<file path="config.mk">
export PLATFORM = sky130hd
export DESIGN_NAME = acc_conv_ctrl
export DESIGN_NICKNAME = d
export VERILOG_FILES = /design/src/pkg/acc_pkg.sv /design/src/rtl/acc_conv_ctrl.sv /design/src/rtl/acc_tad_gen.sv
export SDC_FILE = /design/constraint.sdc
export NUM_CORES = 1
export LEC_CHECK = 0
export BUFFER_PORTS_ARGS = -buffer_cell sky130_fd_sc_hd__buf_2
export CAP_MARGIN = 0
export CORE_MARGIN = 8
export CORE_UTILIZATION = 25
export CTS_CLUSTER_DIAMETER = 80
export DETAILED_ROUTE_END_ITERATION = 8
export GPL_ROUTABILITY_DRIVEN = 0
export HOLD_SLACK_MARGIN = 0.12
export SLEW_MARGIN = 20
export SYNTH_ARGS = -nofsm -noshare
export SYNTH_HDL_FRONTEND = slang
export SYNTH_SLANG_ARGS = --single-unit
</file>
<file path="constraint.sdc">
create_clock -name aclk -period 8.8 [get_ports aclk]
set_clock_uncertainty 0.1 [all_clocks]
set_input_delay 1.76 -clock aclk [delete_from_list [all_inputs] [get_ports aclk]]
set_output_delay 1.76 -clock aclk [all_outputs]
set_load 0.02 [all_outputs]
</file>
<file path="src/pkg/acc_pkg.sv">
// Converter control package: indexes, fields, resets, counts, types.
// Assumes an AXI4-Lite master with 32-bit data and byte addressing.
package acc_pkg;
  // Register indexes; byte address is four times the index
  localparam logic [7:0] IDX_CTRL0  = 8'h1f; // converter_control_zero
  localparam logic [7:0] IDX_CTRL1  = 8'h9f; // adc_format_reference_config
  localparam logic [7:0] IDX_RES_HI = 8'h1e; // result_high
  localparam logic [7:0] IDX_RES_LO = 8'h9e; // result_low
  localparam logic [7:0] IDX_ANALOG_PIN_SELECT  = 8'h9d; // analog_pin_select
  localparam logic [7:0] IDX_PORT1  = 8'h05; // first_port_data view
  localparam logic [7:0] IDX_PORT2  = 8'h06; // second_port_data view
  localparam logic [7:0] IDX_STATUS = 8'h0c; // convert_done_flag
  localparam int unsigned ADDR_W    = 12;    // Byte address width
  localparam logic [7:0] CTRL0_RST  = 8'h00; // Reset of control zero
  localparam logic [7:0] CTRL1_RST  = 8'h00; // Reset of control one
  localparam logic [7:0] ANALOG_PIN_SELECT_RST  = 8'h00; // All pins digital
  // Reference field codes
  localparam logic [2:0] REF_INT_BOTH = 3'b010;
  localparam logic [2:0] REF_EXT_BOTH = 3'b001;
  localparam logic [2:0] REF_EXT_HI   = 3'b011;
  localparam logic [2:0] REF_INT_HI   = 3'b100;
  localparam logic [2:0] REF_EXT_LO   = 3'b101;
  localparam logic [2:0] REF_INT_LO   = 3'b110;
  localparam logic [2:0] REF_INT_LOGN = 3'b111;
  // Conversion clock periods in oscillator periods
  localparam logic [8:0] TAD_OSC_00 = 9'd2;
  localparam logic [8:0] TAD_OSC_01 = 9'd8;
  localparam logic [8:0] TAD_OSC_10 = 9'd32;
  localparam int unsigned INTREF_MULT = 8;   // Stretch for internal refs
  localparam logic [1:0] CLK_SEL_RC = 2'b11; // Dedicated RC source
  // Sequence counts in conversion clock periods
  localparam logic [3:0] TAD_SETTLE = 4'd1;  // Settling period index
  localparam logic [3:0] TAD_LAST   = 4'd13; // Last resolving period
  localparam int unsigned RES_W     = 12;    // Result width
  localparam logic [5:0] CHAN_LAST  = 6'd5;  // Highest valid channel
  // Pins on the first port carrying external references
  localparam int unsigned PIN_VREF_HI = 3;
  localparam int unsigned PIN_VREF_LO = 2;
  // AXI responses
  localparam logic [1:0] RESP_OKAY   = 2'b00;
  localparam logic [1:0] RESP_SLVERR = 2'b10;

  // Control zero layout
  typedef struct packed {
    logic [1:0] clock_sel;  // conv_clock_sel
    logic [3:0] channel;    // channel_sel
    logic       go;         // go/done
    logic       on;         // converter_on
  } acc_ctrl0_t;

  // Control one layout
  typedef struct packed {
    logic       justify;    // result_justify_sel
    logic [2:0] reference;  // reference_sel
    logic [3:0] reserved;   // Stored, not used
  } acc_ctrl1_t;

  // Conversion sequencer states
  typedef enum logic [1:0] {
    ACC_IDLE = 2'b00,
    ACC_RUN  = 2'b01,
    ACC_DONE = 2'b10
  } acc_state_t;
endpackage : acc_pkg

</file>
<file path="src/rtl/acc_conv_ctrl.sv">
// Converter control: AXI4-Lite registers, conversion sequencer, pin views.
// Assumes a comparator input synchronous to aclk; Tosc equals aclk.
`timescale 1ns/1ps
`default_nettype none
// Operation
// - Bit 7 one: right justify, zero: left
// - Field 6..4 selects the reference pair
// - Result registers untouched by reset
// - Conversion ignores pin direction and analog select
// - First port analog pins read zero
// - Second port analog pins read one
// - External reference forces its pin analog
// - Go bit starts fourteen-period conversion
// - Two settling periods, twelve resolving periods
// - Clearing go aborts, loads partial result
// - Go with module-on together: go cleared
// - Codes give 2, 8, 32 periods, or RC
// - Internal reference stretches period eightfold, except RC
// - Flag at fourteenth rise, go cleared at fall
// - Channel codes 0..5 route, others reserved
module acc_conv_ctrl #(
  parameter int unsigned CNT_W = 12    // Conversion clock counter width
) (
  input  wire logic                       aclk,          // Clock
  input  wire logic                       aresetn,       // Reset, low
  input  wire logic [acc_pkg::ADDR_W-1:0] s_axi_awaddr,  // Write address
  input  wire logic                       s_axi_awvalid, // Address valid
  output logic                            s_axi_awready, // Address ready
  input  wire logic [31:0]                s_axi_wdata,   // Write data
  input  wire logic [3:0]                 s_axi_wstrb,   // Byte enables
  input  wire logic                       s_axi_wvalid,  // Data valid
  output logic                            s_axi_wready,  // Data ready
  output logic [1:0]                      s_axi_bresp,   // Write response
  output logic                            s_axi_bvalid,  // Response valid
  input  wire logic                       s_axi_bready,  // Response ready
  input  wire logic [acc_pkg::ADDR_W-1:0] s_axi_araddr,  // Read address
  input  wire logic                       s_axi_arvalid, // Address valid
  output logic                            s_axi_arready, // Address ready
  output logic [31:0]                     s_axi_rdata,   // Read data
  output logic [1:0]                      s_axi_rresp,   // Read response
  output logic                            s_axi_rvalid,  // Read valid
  input  wire logic                       s_axi_rready,  // Read ready
  input  wire logic [7:0]                 first_port_in, // First port pins
  input  wire logic [7:0]                 second_port_in,// Second port pins
  input  wire logic                       rc_level,      // RC oscillator
  input  wire logic                       cmp_above,     // Input >= DAC
  output logic [5:0]                      channel_route, // One-hot mux
  output logic [2:0]                      reference_sel, // Reference pair
  output logic                            converter_on,  // Module power
  output logic                            sample_en,     // Track input
  output logic [acc_pkg::RES_W-1:0]       dac_code,      // Trial code
  output logic [7:0]                      first_analog,  // Analog pins
  output logic [7:0]                      second_analog, // Analog pins
  output logic                            convert_done_flag // Done flag
);
  acc_pkg::acc_ctrl0_t ctrl0_r;    // Clock, channel and module-on
  acc_pkg::acc_ctrl1_t ctrl1_r;    // Format and reference
  logic [7:0]          analog_pin_select_r;    // analog_pin_select
  logic [7:0]          res_hi_r, res_lo_r; // Result high and low
  logic                go_r, flag_r; // Go bit, done flag
  acc_pkg::acc_state_t state_r;    // Sequencer state
  logic [3:0]          tad_cnt_r;  // Periods begun
  logic [acc_pkg::RES_W-1:0] sar_r, trial_r; // Trial code, trial bit
  logic                aw_have_r, w_have_r; // Address, data held
  logic [7:0]          wr_idx_r;   // Held write index
  logic [7:0]          wr_data_r;  // Held write byte
  logic                wr_en_r;    // Held byte enable
  logic [7:0]          wr_idx, rd_idx; // Write and read index
  logic                wr_do, rd_do; // Write done, read taken
  logic                int_ref;    // An internal reference in use
  logic [CNT_W-1:0]    tad_period; // Period in aclk cycles
  logic                tad_rise, tad_fall; // Period start, midpoint
  logic [acc_pkg::RES_W-1:0] sar_dec, result; // Decided code, load value
  logic                load_res;   // Load result registers
  logic [7:0]          an_first, an_second; // Analog masks
  logic [7:0]          rd_byte;    // Read mux
  logic                rd_ok;      // Mapped read
  logic                go_wr, abort; // Control zero write, abort
  assign wr_idx = wr_idx_r;
  assign rd_idx = s_axi_araddr[9:2];
  assign wr_do  = aw_have_r && w_have_r && !s_axi_bvalid;
  assign rd_do  = s_axi_arvalid && s_axi_arready;
  assign go_wr  = wr_do && wr_en_r && (wr_idx == acc_pkg::IDX_CTRL0);
  assign abort  = go_wr && !wr_data_r[1] && (state_r != acc_pkg::ACC_IDLE);
  // Write channel capture: address and data in either order
  always_ff @(posedge aclk) begin
    if (!aresetn) begin
      aw_have_r <= 1'b0;
      w_have_r  <= 1'b0;
      wr_idx_r  <= 8'h00;
      wr_data_r <= 8'h00;
      wr_en_r   <= 1'b0;
    end else begin
      if (s_axi_awvalid && s_axi_awready) begin
        aw_have_r <= 1'b1;
        wr_idx_r  <= s_axi_awaddr[9:2];
      end else if (wr_do) begin
        aw_have_r <= 1'b0;
      end
      if (s_axi_wvalid && s_axi_wready) begin
        w_have_r  <= 1'b1;
        wr_data_r <= s_axi_wdata[7:0];
        wr_en_r   <= s_axi_wstrb[0];
      end else if (wr_do) begin
        w_have_r <= 1'b0;
      end
    end
  end
  // Ready signals and write response
  always_ff @(posedge aclk) begin
    if (!aresetn) begin
      s_axi_awready <= 1'b0;
      s_axi_wready  <= 1'b0;
      s_axi_bvalid  <= 1'b0;
      s_axi_bresp   <= acc_pkg::RESP_OKAY;
    end else begin
      s_axi_awready <= !aw_have_r && !(s_axi_awvalid && s_axi_awready);
      s_axi_wready  <= !w_have_r && !(s_axi_wvalid && s_axi_wready);
      if (wr_do) begin
        s_axi_bvalid <= 1'b1;
        // Unmapped or read-only: error
        if (wr_idx == acc_pkg::IDX_CTRL0 || wr_idx == acc_pkg::IDX_CTRL1 ||
            wr_idx == acc_pkg::IDX_ANALOG_PIN_SELECT || wr_idx == acc_pkg::IDX_STATUS)
        begin
          s_axi_bresp <= acc_pkg::RESP_OKAY;
        end else begin
          s_axi_bresp <= acc_pkg::RESP_SLVERR;
        end
      end else if (s_axi_bready) begin
        s_axi_bvalid <= 1'b0;
      end
    end
  end
  // Software registers; reserved bits kept as written
  always_ff @(posedge aclk) begin
    if (!aresetn) begin
      ctrl0_r <= acc_pkg::CTRL0_RST;
      ctrl1_r <= acc_pkg::CTRL1_RST;
      analog_pin_select_r <= acc_pkg::ANALOG_PIN_SELECT_RST;
    end else if (wr_do && wr_en_r) begin
      if (wr_idx == acc_pkg::IDX_CTRL0) begin
        ctrl0_r <= wr_data_r;
      end else if (wr_idx == acc_pkg::IDX_CTRL1) begin
        ctrl1_r <= wr_data_r;
      end else if (wr_idx == acc_pkg::IDX_ANALOG_PIN_SELECT) begin
        analog_pin_select_r <= wr_data_r;
      end
    end
  end
  // Conversion clock period
  assign int_ref = (ctrl1_r.reference == acc_pkg::REF_INT_BOTH) ||
                   (ctrl1_r.reference == acc_pkg::REF_INT_HI) ||
                   (ctrl1_r.reference == acc_pkg::REF_INT_LO) ||
                   (ctrl1_r.reference == acc_pkg::REF_INT_LOGN);
  always_comb begin
    case (ctrl0_r.clock_sel)
      2'b00:   tad_period = CNT_W'(acc_pkg::TAD_OSC_00);
      2'b01:   tad_period = CNT_W'(acc_pkg::TAD_OSC_01);
      default: tad_period = CNT_W'(acc_pkg::TAD_OSC_10);
    endcase
    if (int_ref) begin
      tad_period = CNT_W'(tad_period * acc_pkg::INTREF_MULT);
    end
  end
  acc_tad_gen #(
    .CNT_W    (CNT_W)
  ) u_tad (
    .aclk     (aclk),
    .aresetn  (aresetn),
    .run      (state_r != acc_pkg::ACC_IDLE),
    .use_rc   (ctrl0_r.clock_sel == acc_pkg::CLK_SEL_RC),
    .period   (tad_period),
    .rc_level (rc_level),
    .rise     (tad_rise),
    .fall     (tad_fall)
  );
  // Decide the trial bit
  assign sar_dec = cmp_above ? sar_r : (sar_r & ~trial_r);

  // Go bit and sequencer; pin direction plays no part
  always_ff @(posedge aclk) begin
    if (!aresetn) begin
      go_r      <= 1'b0;
      state_r   <= acc_pkg::ACC_IDLE;
      tad_cnt_r <= 4'h0;
    end else if (go_wr) begin
      // Go with module-on rising in one write is dropped
      go_r <= wr_data_r[1] && ctrl0_r.on && wr_data_r[0];
      if (wr_data_r[1] && ctrl0_r.on && wr_data_r[0] &&
          state_r == acc_pkg::ACC_IDLE) begin
        state_r   <= acc_pkg::ACC_RUN;
        tad_cnt_r <= 4'h0; // Rewrites mid-run keep the count
      end else if (!wr_data_r[1]) begin
        state_r <= acc_pkg::ACC_IDLE;
      end
    end else if (state_r == acc_pkg::ACC_RUN && tad_rise) begin
      tad_cnt_r <= tad_cnt_r + 1'b1;
      if (tad_cnt_r == acc_pkg::TAD_LAST) begin
        state_r <= acc_pkg::ACC_DONE;
      end
    end else if (state_r == acc_pkg::ACC_DONE && tad_fall) begin
      go_r    <= 1'b0;
      state_r <= acc_pkg::ACC_IDLE;
    end
  end
  // SAR: settle, then twelve trial bits
  always_ff @(posedge aclk) begin
    if (!aresetn) begin
      sar_r     <= '0;
      trial_r   <= '0;
      sample_en <= 1'b1;
    end else if (state_r != acc_pkg::ACC_RUN || !tad_rise) begin
      sample_en <= (state_r == acc_pkg::ACC_IDLE);
      if (state_r == acc_pkg::ACC_IDLE) begin
        sar_r   <= '0;
        trial_r <= '0;
      end
    end else if (tad_cnt_r + 1'b1 == acc_pkg::TAD_SETTLE) begin
      sample_en <= 1'b0;
    end else if (tad_cnt_r == acc_pkg::TAD_SETTLE) begin
      trial_r <= {1'b1, {(acc_pkg::RES_W-1){1'b0}}};
      sar_r   <= {1'b1, {(acc_pkg::RES_W-1){1'b0}}};
    end else begin
      trial_r <= trial_r >> 1;
      sar_r   <= sar_dec | (trial_r >> 1);
    end
  end
  assign dac_code = sar_r;
  // Load: full at the fourteenth rise, partial on abort
  assign load_res = abort || (state_r == acc_pkg::ACC_RUN && tad_rise &&
                              tad_cnt_r == acc_pkg::TAD_LAST);
  assign result   = abort ? (sar_r & ~trial_r) : sar_dec;

  // Result registers have no reset
  always_ff @(posedge aclk) begin
    if (load_res) begin
      if (ctrl1_r.justify) begin
        res_hi_r <= {4'h0, result[11:8]};
        res_lo_r <= result[7:0];
      end else begin
        res_hi_r <= result[11:4];
        res_lo_r <= {result[3:0], 4'h0};
      end
    end
  end
  // Done flag: a zero write clears, a set wins
  always_ff @(posedge aclk) begin
    if (!aresetn) begin
      flag_r <= 1'b0;
    end else if (load_res && !abort) begin
      flag_r <= 1'b1;
    end else if (wr_do && wr_en_r && wr_idx == acc_pkg::IDX_STATUS &&
                 !wr_data_r[0]) begin
      flag_r <= 1'b0;
    end
  end

  // Analog masks; external reference pins forced analog
  always_comb begin
    an_first  = {4'h0, analog_pin_select_r[3:0]};
    an_second = {6'h00, analog_pin_select_r[5:4]};
    if (ctrl1_r.reference == acc_pkg::REF_EXT_BOTH ||
        ctrl1_r.reference == acc_pkg::REF_EXT_HI) begin
      an_first[acc_pkg::PIN_VREF_HI] = 1'b1;
    end
    if (ctrl1_r.reference == acc_pkg::REF_EXT_BOTH ||
        ctrl1_r.reference == acc_pkg::REF_EXT_LO) begin
      an_first[acc_pkg::PIN_VREF_LO] = 1'b1;
    end
  end

  // Read multiplexer
  always_comb begin
    rd_ok   = 1'b1;
    rd_byte = 8'h00;
    if (rd_idx == acc_pkg::IDX_CTRL0) begin
      rd_byte = {ctrl0_r[7:2], go_r, ctrl0_r.on};
    end else if (rd_idx == acc_pkg::IDX_CTRL1) begin
      rd_byte = ctrl1_r;
    end else if (rd_idx == acc_pkg::IDX_RES_HI) begin
      rd_byte = res_hi_r;
    end else if (rd_idx == acc_pkg::IDX_RES_LO) begin
      rd_byte = res_lo_r;
    end else if (rd_idx == acc_pkg::IDX_ANALOG_PIN_SELECT) begin
      rd_byte = analog_pin_select_r;
    end else if (rd_idx == acc_pkg::IDX_PORT1) begin
      rd_byte = first_port_in & ~an_first;
    end else if (rd_idx == acc_pkg::IDX_PORT2) begin
      rd_byte = second_port_in | an_second;
    end else if (rd_idx == acc_pkg::IDX_STATUS) begin
      rd_byte = {7'h00, flag_r};
    end else begin
      rd_ok = 1'b0;
    end
  end
  // Read channel: one read, answered next edge
  always_ff @(posedge aclk) begin
    if (!aresetn) begin
      s_axi_arready <= 1'b0;
      s_axi_rvalid  <= 1'b0;
      s_axi_rdata   <= 32'h0000_0000;
      s_axi_rresp   <= acc_pkg::RESP_OKAY;
    end else begin
      s_axi_arready <= !s_axi_rvalid && !rd_do;
      if (rd_do) begin
        s_axi_rvalid <= 1'b1;
        s_axi_rdata  <= {24'h000000, rd_byte};
        s_axi_rresp  <= rd_ok ? acc_pkg::RESP_OKAY : acc_pkg::RESP_SLVERR;
      end else if (s_axi_rready) begin
        s_axi_rvalid <= 1'b0;
      end
    end
  end

  // Registered analog side outputs
  always_ff @(posedge aclk) begin
    if (!aresetn) begin
      channel_route     <= 6'h00;
      reference_sel     <= 3'b000;
      converter_on      <= 1'b0;
      first_analog      <= 8'h00;
      second_analog     <= 8'h00;
      convert_done_flag <= 1'b0;
    end else begin
      // Reserved channel codes route nothing
      channel_route <= ({2'b00, ctrl0_r.channel} <= acc_pkg::CHAN_LAST) ?
                       6'(6'h01 << ctrl0_r.channel) : 6'h00;
      reference_sel     <= ctrl1_r.reference;
      converter_on      <= ctrl0_r.on;
      first_analog      <= an_first;
      second_analog     <= an_second;
      convert_done_flag <= flag_r;
    end
  end
endmodule : acc_conv_ctrl
`default_nettype wire

</file>
<file path="src/rtl/acc_tad_gen.sv">
// Conversion clock pulses: rise and midpoint of each period.
// Assumes rc_level synchronous to aclk and a period of at least 2.
`timescale 1ns/1ps
`default_nettype none
module acc_tad_gen #(
  parameter int unsigned CNT_W = 12      // Width of the period counter
) (
  input  wire logic             aclk,    // System clock
  input  wire logic             aresetn, // Synchronous reset, low
  input  wire logic             run,     // Counting while high
  input  wire logic             use_rc,  // Take edges from the RC source
  input  wire logic [CNT_W-1:0] period,  // Period in aclk cycles
  input  wire logic             rc_level,// RC oscillator level
  output logic                  rise,    // Start of a period
  output logic                  fall     // Middle of a period
);
  logic [CNT_W-1:0] cnt_r;  // Cycles into the current period
  logic             rc_q_r; // Previous RC level
  logic [CNT_W-1:0] half;   // Falling point

  assign half = period >> 1;

  // Divide the oscillator; restart whenever idle
  always_ff @(posedge aclk) begin
    if (!aresetn || !run) begin
      cnt_r <= '0;
    end else if (cnt_r == period - 1'b1) begin
      cnt_r <= '0;
    end else begin
      cnt_r <= cnt_r + 1'b1;
    end
  end

  // Remember the RC level for edge detection
  always_ff @(posedge aclk) begin
    if (!aresetn) begin
      rc_q_r <= 1'b0;
    end else begin
      rc_q_r <= rc_level;
    end
  end

  // Pick the edge source
  always_comb begin
    if (use_rc) begin
      rise = run && rc_level && !rc_q_r;
      fall = run && !rc_level && rc_q_r;
    end else begin
      rise = run && (cnt_r == period - 1'b1);
      fall = run && (cnt_r == half - 1'b1);
    end
  end
endmodule : acc_tad_gen
`default_nettype wire

</file>
==> impl_metrics.csv, run 1 <==
group,metric,value,unit
synth,async_flop_share,0,%
global_route,globalRouteOverflowTotal,0,
floorplan,rows,61,
clock_tree,cts_buffers,17,
floorplan,core,27630,um2
sta,min_period,4001,ps
place,dp.cells,1233,
detailed_routing,wl_per_cell,15.75,um
clock_tree,cts_tree,"built",
critical_path,worstPathCellList,"o21ba_1, nor2_1, nand3_1, ha_1, xnor2_1, nor4_1, o21ai_1, a211oi_4, buf_4, o2111ai_1, nand2b_1",
sta,setup_viol,0,
clock_tree,cts_sinks,136,
sta,worstMarginPinSlew,1009,ps
clock_tree,worst_setup_hold_path_clk_slew,60,ps
critical_path,slowest_stage,"nand2b_1",
critical_path,critPathTopFamily,"simple AND/OR/NAND/NOR gates",
synth,yosys.cell_count.top_type,"nand2_1",
synth,synthTopCellsByCount,"nand2_1, dfxtp_1, nor2_1",
status,outcome,"completed",
power,power.density,180.5,nW/um2
global_route,grt_max_degree,71,
detailed_routing,drtPass1Iterations,7,
clock_tree,clock_path_buffers,2,
power,ir_worst_vdd,127.9,uV
sta,maxSlewHeadroom,32.71,%
synth,synth_enable_flop_cells,16,
detailed_routing,antenna_left,0,
finish,layout-drive-gt1-share,16.69,%
floorplan,io_pins,166,
global_route,grt_pass1_wl,31.28,mm
run,drv_cap,0,
global_route,grtUsageTotal,11.72,%
clock_tree,cts_hold_buf,0,
critical_path,crit_path_max_incr_delay,590,ps
place,post-place-ws,4604,ps
sta,hold_ws,350.4,ps
critical_path,crit_fanout,32,
finish,stdcell_area,8178,um2
worst_hold_path,hp-class,"reg -> reg",
place,io_buffers,94,
clock_tree,cts_htree_levels,4,
synth,syn_area_per_cell,8.575,um2
synth,yosys_most_used_dff,"dfxtp_1",
floorplan,dieHeight,182.9,um
detailed_routing,vias,5954,
detailed_routing,drc_errors,0,
sta,hold_violations,0,
place,place_hpwl,13.97,mm
global_route,grt_pass1_vias,5621,
detailed_routing,drtIter0Drc,499,
floorplan,start_util,25.20,%
clock_tree,postCtsSetupRepairBufs,0,
synth,synth_top_area_share,34.50,%
power,power.leakage,2.972,nW
sta,fmax,249.9,MHz
finish,final_nets,964,
synth,yosysSeqAreaShare,41.40,%
synth,synth-seq-cells,136,
sta,worst_slack,4799,ps
finish,area_growth,17.45,%
critical_path,worst-path-buf-inv,1,
synth,yosys.area.top_type,"dfxtp_1",
finish,num_antenna_cells,0,
detailed_routing,wl,19.93,mm
sta,slew_viol_final,0,
synth,synth_area,6963,um2
place,post_dp_cell_area,7538,um2
detailed_routing,avgViaCountPerCell,4.707,
clock_tree,post_cts_resized,0,
critical_path,end_kind,"flop",
critical_path,startpoint_type,"flop",
floorplan,die_w,182.9,um
critical_path,cp.required,8750,ps
clock_tree,insertion_delay,420,ps
global_route,antenna_found_initial,0,
floorplan,die_area,33450,um2
critical_path,arrival,3950,ps
finish,final_cells,1265,
clock_tree,ctsRootBufferMaster,"clkbuf_16",
synth,netlist-cell-type-count,80,
synth,synthTopCellsByArea,"dfxtp_1, edfxtp_1, nand2_1, mux2i_1, buf_4",
sta,rsz0062_at_grt,"false",
sta,period_share,45.47,%
sta,finalSetupTns,0,ps
critical_path,crit_type,"reg -> reg",
synth,postSynthCellCount,812,
synth,yosys_warnings,0,
==> final cells by class <==
type / count / area [um2]
Clock inverter: 8 / 105.1
Inverter: 16 / 60.06
Sequential cell: 136 / 2883
Tap cell: 378 / 473.0
Multi-Input combinational cell: 602 / 3600
Timing Repair Buffer: 101 / 523.0
Fill cell: 3029 / 19450
Clock buffer: 24 / 534.3
==> logic make-up after synthesis <==
group           share of synthesized area, %
xor+xnor                               1.887
other cells                          0.05386
buf+inv                                9.002
fa+ha+maj                             0.8985
simple gates                           22.30
flops                                  41.40
compound gates                         18.26
mux                                    6.199
==> placed cells by master, fill, tap and decap left out, types with 12 or more instances in the layout <==
cell type,synthesis,routed
nand2_1,123,123
dfxtp_1,120,120
buf_2,9,94
nor2_1,69,69
a21oi_1,56,56
mux2i_1,42,42
conb_1,1,36
nand2b_1,21,21
nand3_1,19,19
clkbuf_16,0,19
o2111ai_1,18,18
nor3_1,18,18
o211ai_1,17,17
edfxtp_1,16,16
inv_1,15,15
and2_1,14,14
and3_1,12,12
==> tightest hold or removal path, cell delays in order (launching register included) <==
cell and delay, ps:
dfxtp_1 320, nand2_1 50, o31ai_1 50
==> through the flow <==
stage / util [%] / power (mW)
finish: 29.60 / 1.476
global route: 29.60 / 1.524
CTS: 29.60 / 1.490
detailed placement: 27.28 / 0.7269
global placement: 27.28 / 0.7265
floorplan: - / 0.7115
==> power by group <==
| group | switching, mW | leakage [nW] | internal [mW] | total [mW] |
|---|---|---|---|---|
| Sequential | 0.00742 | 1.08 | 0.633 | 0.640 |
| Combinational | 0.0526 | 1.57 | 0.0202 | 0.0728 |
| Clock | 0.279 | 0.317 | 0.483 | 0.763 |
==> registers in the layout (all words and copies together) (netlist names), 2 cells and up <==
| name | cells |
|---|---|
| wr_idx | 8 |
| trial_r | 12 |
| analog_pin_select_r | 8 |
| u_tad.cnt_r | 12 |
| second_analog | 2 |
| state_r | 2 |
| wr_data_r | 8 |
| first_analog | 4 |
| reference_sel | 3 |
| ctrl0_r | 7 |
| channel_route | 6 |
| s_axi_rdata | 8 |
| res_hi_r | 8 |
| dac_code | 12 |
| ctrl1_r | 8 |
| res_lo_r | 8 |
| tad_cnt_r | 4 |
==> final timing paths <==
check        cells past startpoint              to            from  slack [ps]
max                             11     res_lo_r[0]      ctrl1_r[5]        4800
min                              2  s_axi_rresp[1]  s_axi_rresp[1]         350
max reg2reg                     11     res_lo_r[0]      ctrl1_r[5]        4800
min reg2reg                      2  s_axi_rresp[1]  s_axi_rresp[1]         350
==> per-layer routing <==
metal  track usage (%)  wire length [um]
met5                 0                 0
met4             4.359               344
met3             2.711              1348
met2             19.07              9220
met1             14.94              9014
(Power assumes the default switching activity.)
==> run 2, diff against run 1 <==
==> constraint.sdc (replaced) <==
create_clock -name aclk -period 3.4 [get_ports aclk]
set_clock_uncertainty 0.1 [all_clocks]
set_input_delay 0.68 -clock aclk [delete_from_list [all_inputs] [get_ports aclk]]
set_output_delay 0.68 -clock aclk [all_outputs]
set_load 0.02 [all_outputs]
==> impl_metrics.csv, run 2 (same netlist as run 1, synthesis figures left out) <==
group,metric,value,unit
clock_tree,clock_path_buffers,2,
clock_tree,postCtsSetupRepairBufs,0,
clock_tree,cts_buffers,17,
floorplan,rows,61,
finish,layout_commonest_cell,"nand2_1",
place,dp.cells,1248,
floorplan,die_w,182.9,um
finish,multiInputGateArea,3602,um2
place,io_buffers,94,
detailed_routing,wl,19.98,mm
sta,fmax,312.3,MHz
finish,final_cells,1280,
detailed_routing,wl_per_cell,15.61,um
sta,finalSetupTns,0,ps
floorplan,dieHeight,182.9,um
clock_tree,cts_htree_levels,4,
sta,period_share,94.16,%
sta,hold_violations,0,
sta,hold_ws,346.5,ps
finish,mostFrequentLayoutCells,"nand2_1, dfxtp_1, buf_2",
finish,area_growth,19.55,%
power,power.density,451.6,nW/um2
global_route,grt_pass1_vias,5775,
detailed_routing,drc_errors,0,
critical_path,arrival,3410,ps
finish,final.fill_count,2974,
worst_hold_path,hp-class,"in -> reg",
sta,worstMarginPinSlew,818.6,ps
power,pwr-share-seq,44.1,%
sta,setup_viol,0,
clock_tree,insertion_delay,430,ps
floorplan,die_area,33450,um2
power,ir_worst_vdd,364.3,uV
detailed_routing,drtPass1Iterations,5,
critical_path,cp.required,3610,ps
detailed_routing,antenna_left,0,
detailed_routing,vias,6060,
power,comb_power_share,5.1,%
place,place_hpwl,14.58,mm
floorplan,core,27630,um2
critical_path,end_kind,"flop",
finish,final_nets,979,
global_route,grt_max_degree,53,
global_route,globalRouteOverflowTotal,0,
clock_tree,worst_setup_hold_path_clk_slew,60,ps
sta,maxSlewHeadroom,45.29,%
detailed_routing,avgViaCountPerCell,4.734,
global_route,grtUsageTotal,11.84,%
clock_tree,cts_sinks,136,
critical_path,startpoint_type,"flop",
floorplan,io_pins,166,
critical_path,crit_type,"reg -> reg",
sta,rsz0062_at_grt,"false",
power,power.leakage,3.046,nW
power,switching_share,22.93,%
critical_path,crit_fanout,26,
sta,min_period,3202,ps
global_route,antenna_found_initial,1,
finish,seq_area,2883,um2
clock_tree,cts_tree,"built",
power,p_int,2.898,mW
status,outcome,"completed",
power,p_clk_share,50.8,%
finish,layout-drive-gt1-share,18.18,%
run,drv_cap,0,
power,p_switching,0.8619,mW
place,post_dp_cell_area,7701,um2
global_route,grt_pass1_wl,31.66,mm
finish,stdcell_area,8324,um2
floorplan,start_util,25.20,%
clock_tree,ctsRootBufferMaster,"clkbuf_16",
finish,num_antenna_cells,0,
detailed_routing,drtIter0Drc,496,
sta,slew_viol_final,0,
[run 2: final cells by class]
type                       instances  share of cell area [%]
tap                              378                   5.682
timing repair buffer             116                   8.237
clock buffer                      23                   6.118
clock inverter                     9                   1.338
inverter                          16                  0.7215
sequential                       136                   34.63
multi-input combinational        602                   43.27
[run 2: power by group through the flow]
stage                     combinational (mW)  clock, mW  sequential (mW)
after floorplan                        0.149          0             1.69
after global placement                 0.192          0             1.69
after detailed placement               0.192          0             1.69
after CTS                              0.193       1.96             1.66
after global routing                   0.212       2.01             1.66
final                                  0.192       1.91             1.66
[run 2: path summary, 6_finish.rpt]
kind	slack (ps)	end	from	cells after the start
setup reg to reg	200	dac_code[11]	ctrl1_r[6]	12
hold / removal	350	s_axi_rvalid	s_axi_rready	2
setup / recovery	200	dac_code[11]	ctrl1_r[6]	12
hold reg to reg	350	s_axi_rresp[1]	s_axi_rresp[1]	2
[run 2: worst max-delay path: stages (launching register included)]
cell      delay, ps
dfxtp_1         360
and2_1          230
nor2_2          270
nand3_1         120
ha_1            310
xnor2_1         200
nor4_1          250
o21ai_1         180
a211oi_4        350
buf_12          220
o31ai_4          80
buf_12          190
a32o_1          220
[run 2: what timing repair did]
action                     in CTS  in global routing
setup endpoints to repair       0                 19
hold buffers                    0                  0
resized for setup               0                  1
[run 2: through the flow]
stage          total power, mW  utilization, %  setup WS (ps)
2_1_floorplan            1.842               -          92.78
3_3_place_gp             1.884           27.87          173.2
3_5_place_dp             1.886           27.87          169.1
4_1_cts                  3.807           30.12          147.1
5_1_grt                  3.886           30.13          15.81
6_report                 3.760           30.13          198.4
[run 2: routing by layer]
| layer | GRT usage (%) | vias up | routed length (um) |
|---|---|---|---|
| met1 | 14.58 | 2868 | 8870 |
| li1 | - | 2979 | - |
| met4 | 5.140 | 2 | 464 |
| met5 | 0 | - | 12 |
| met3 | 3.364 | 25 | 1350 |
| met2 | 19.13 | 186 | 9279 |
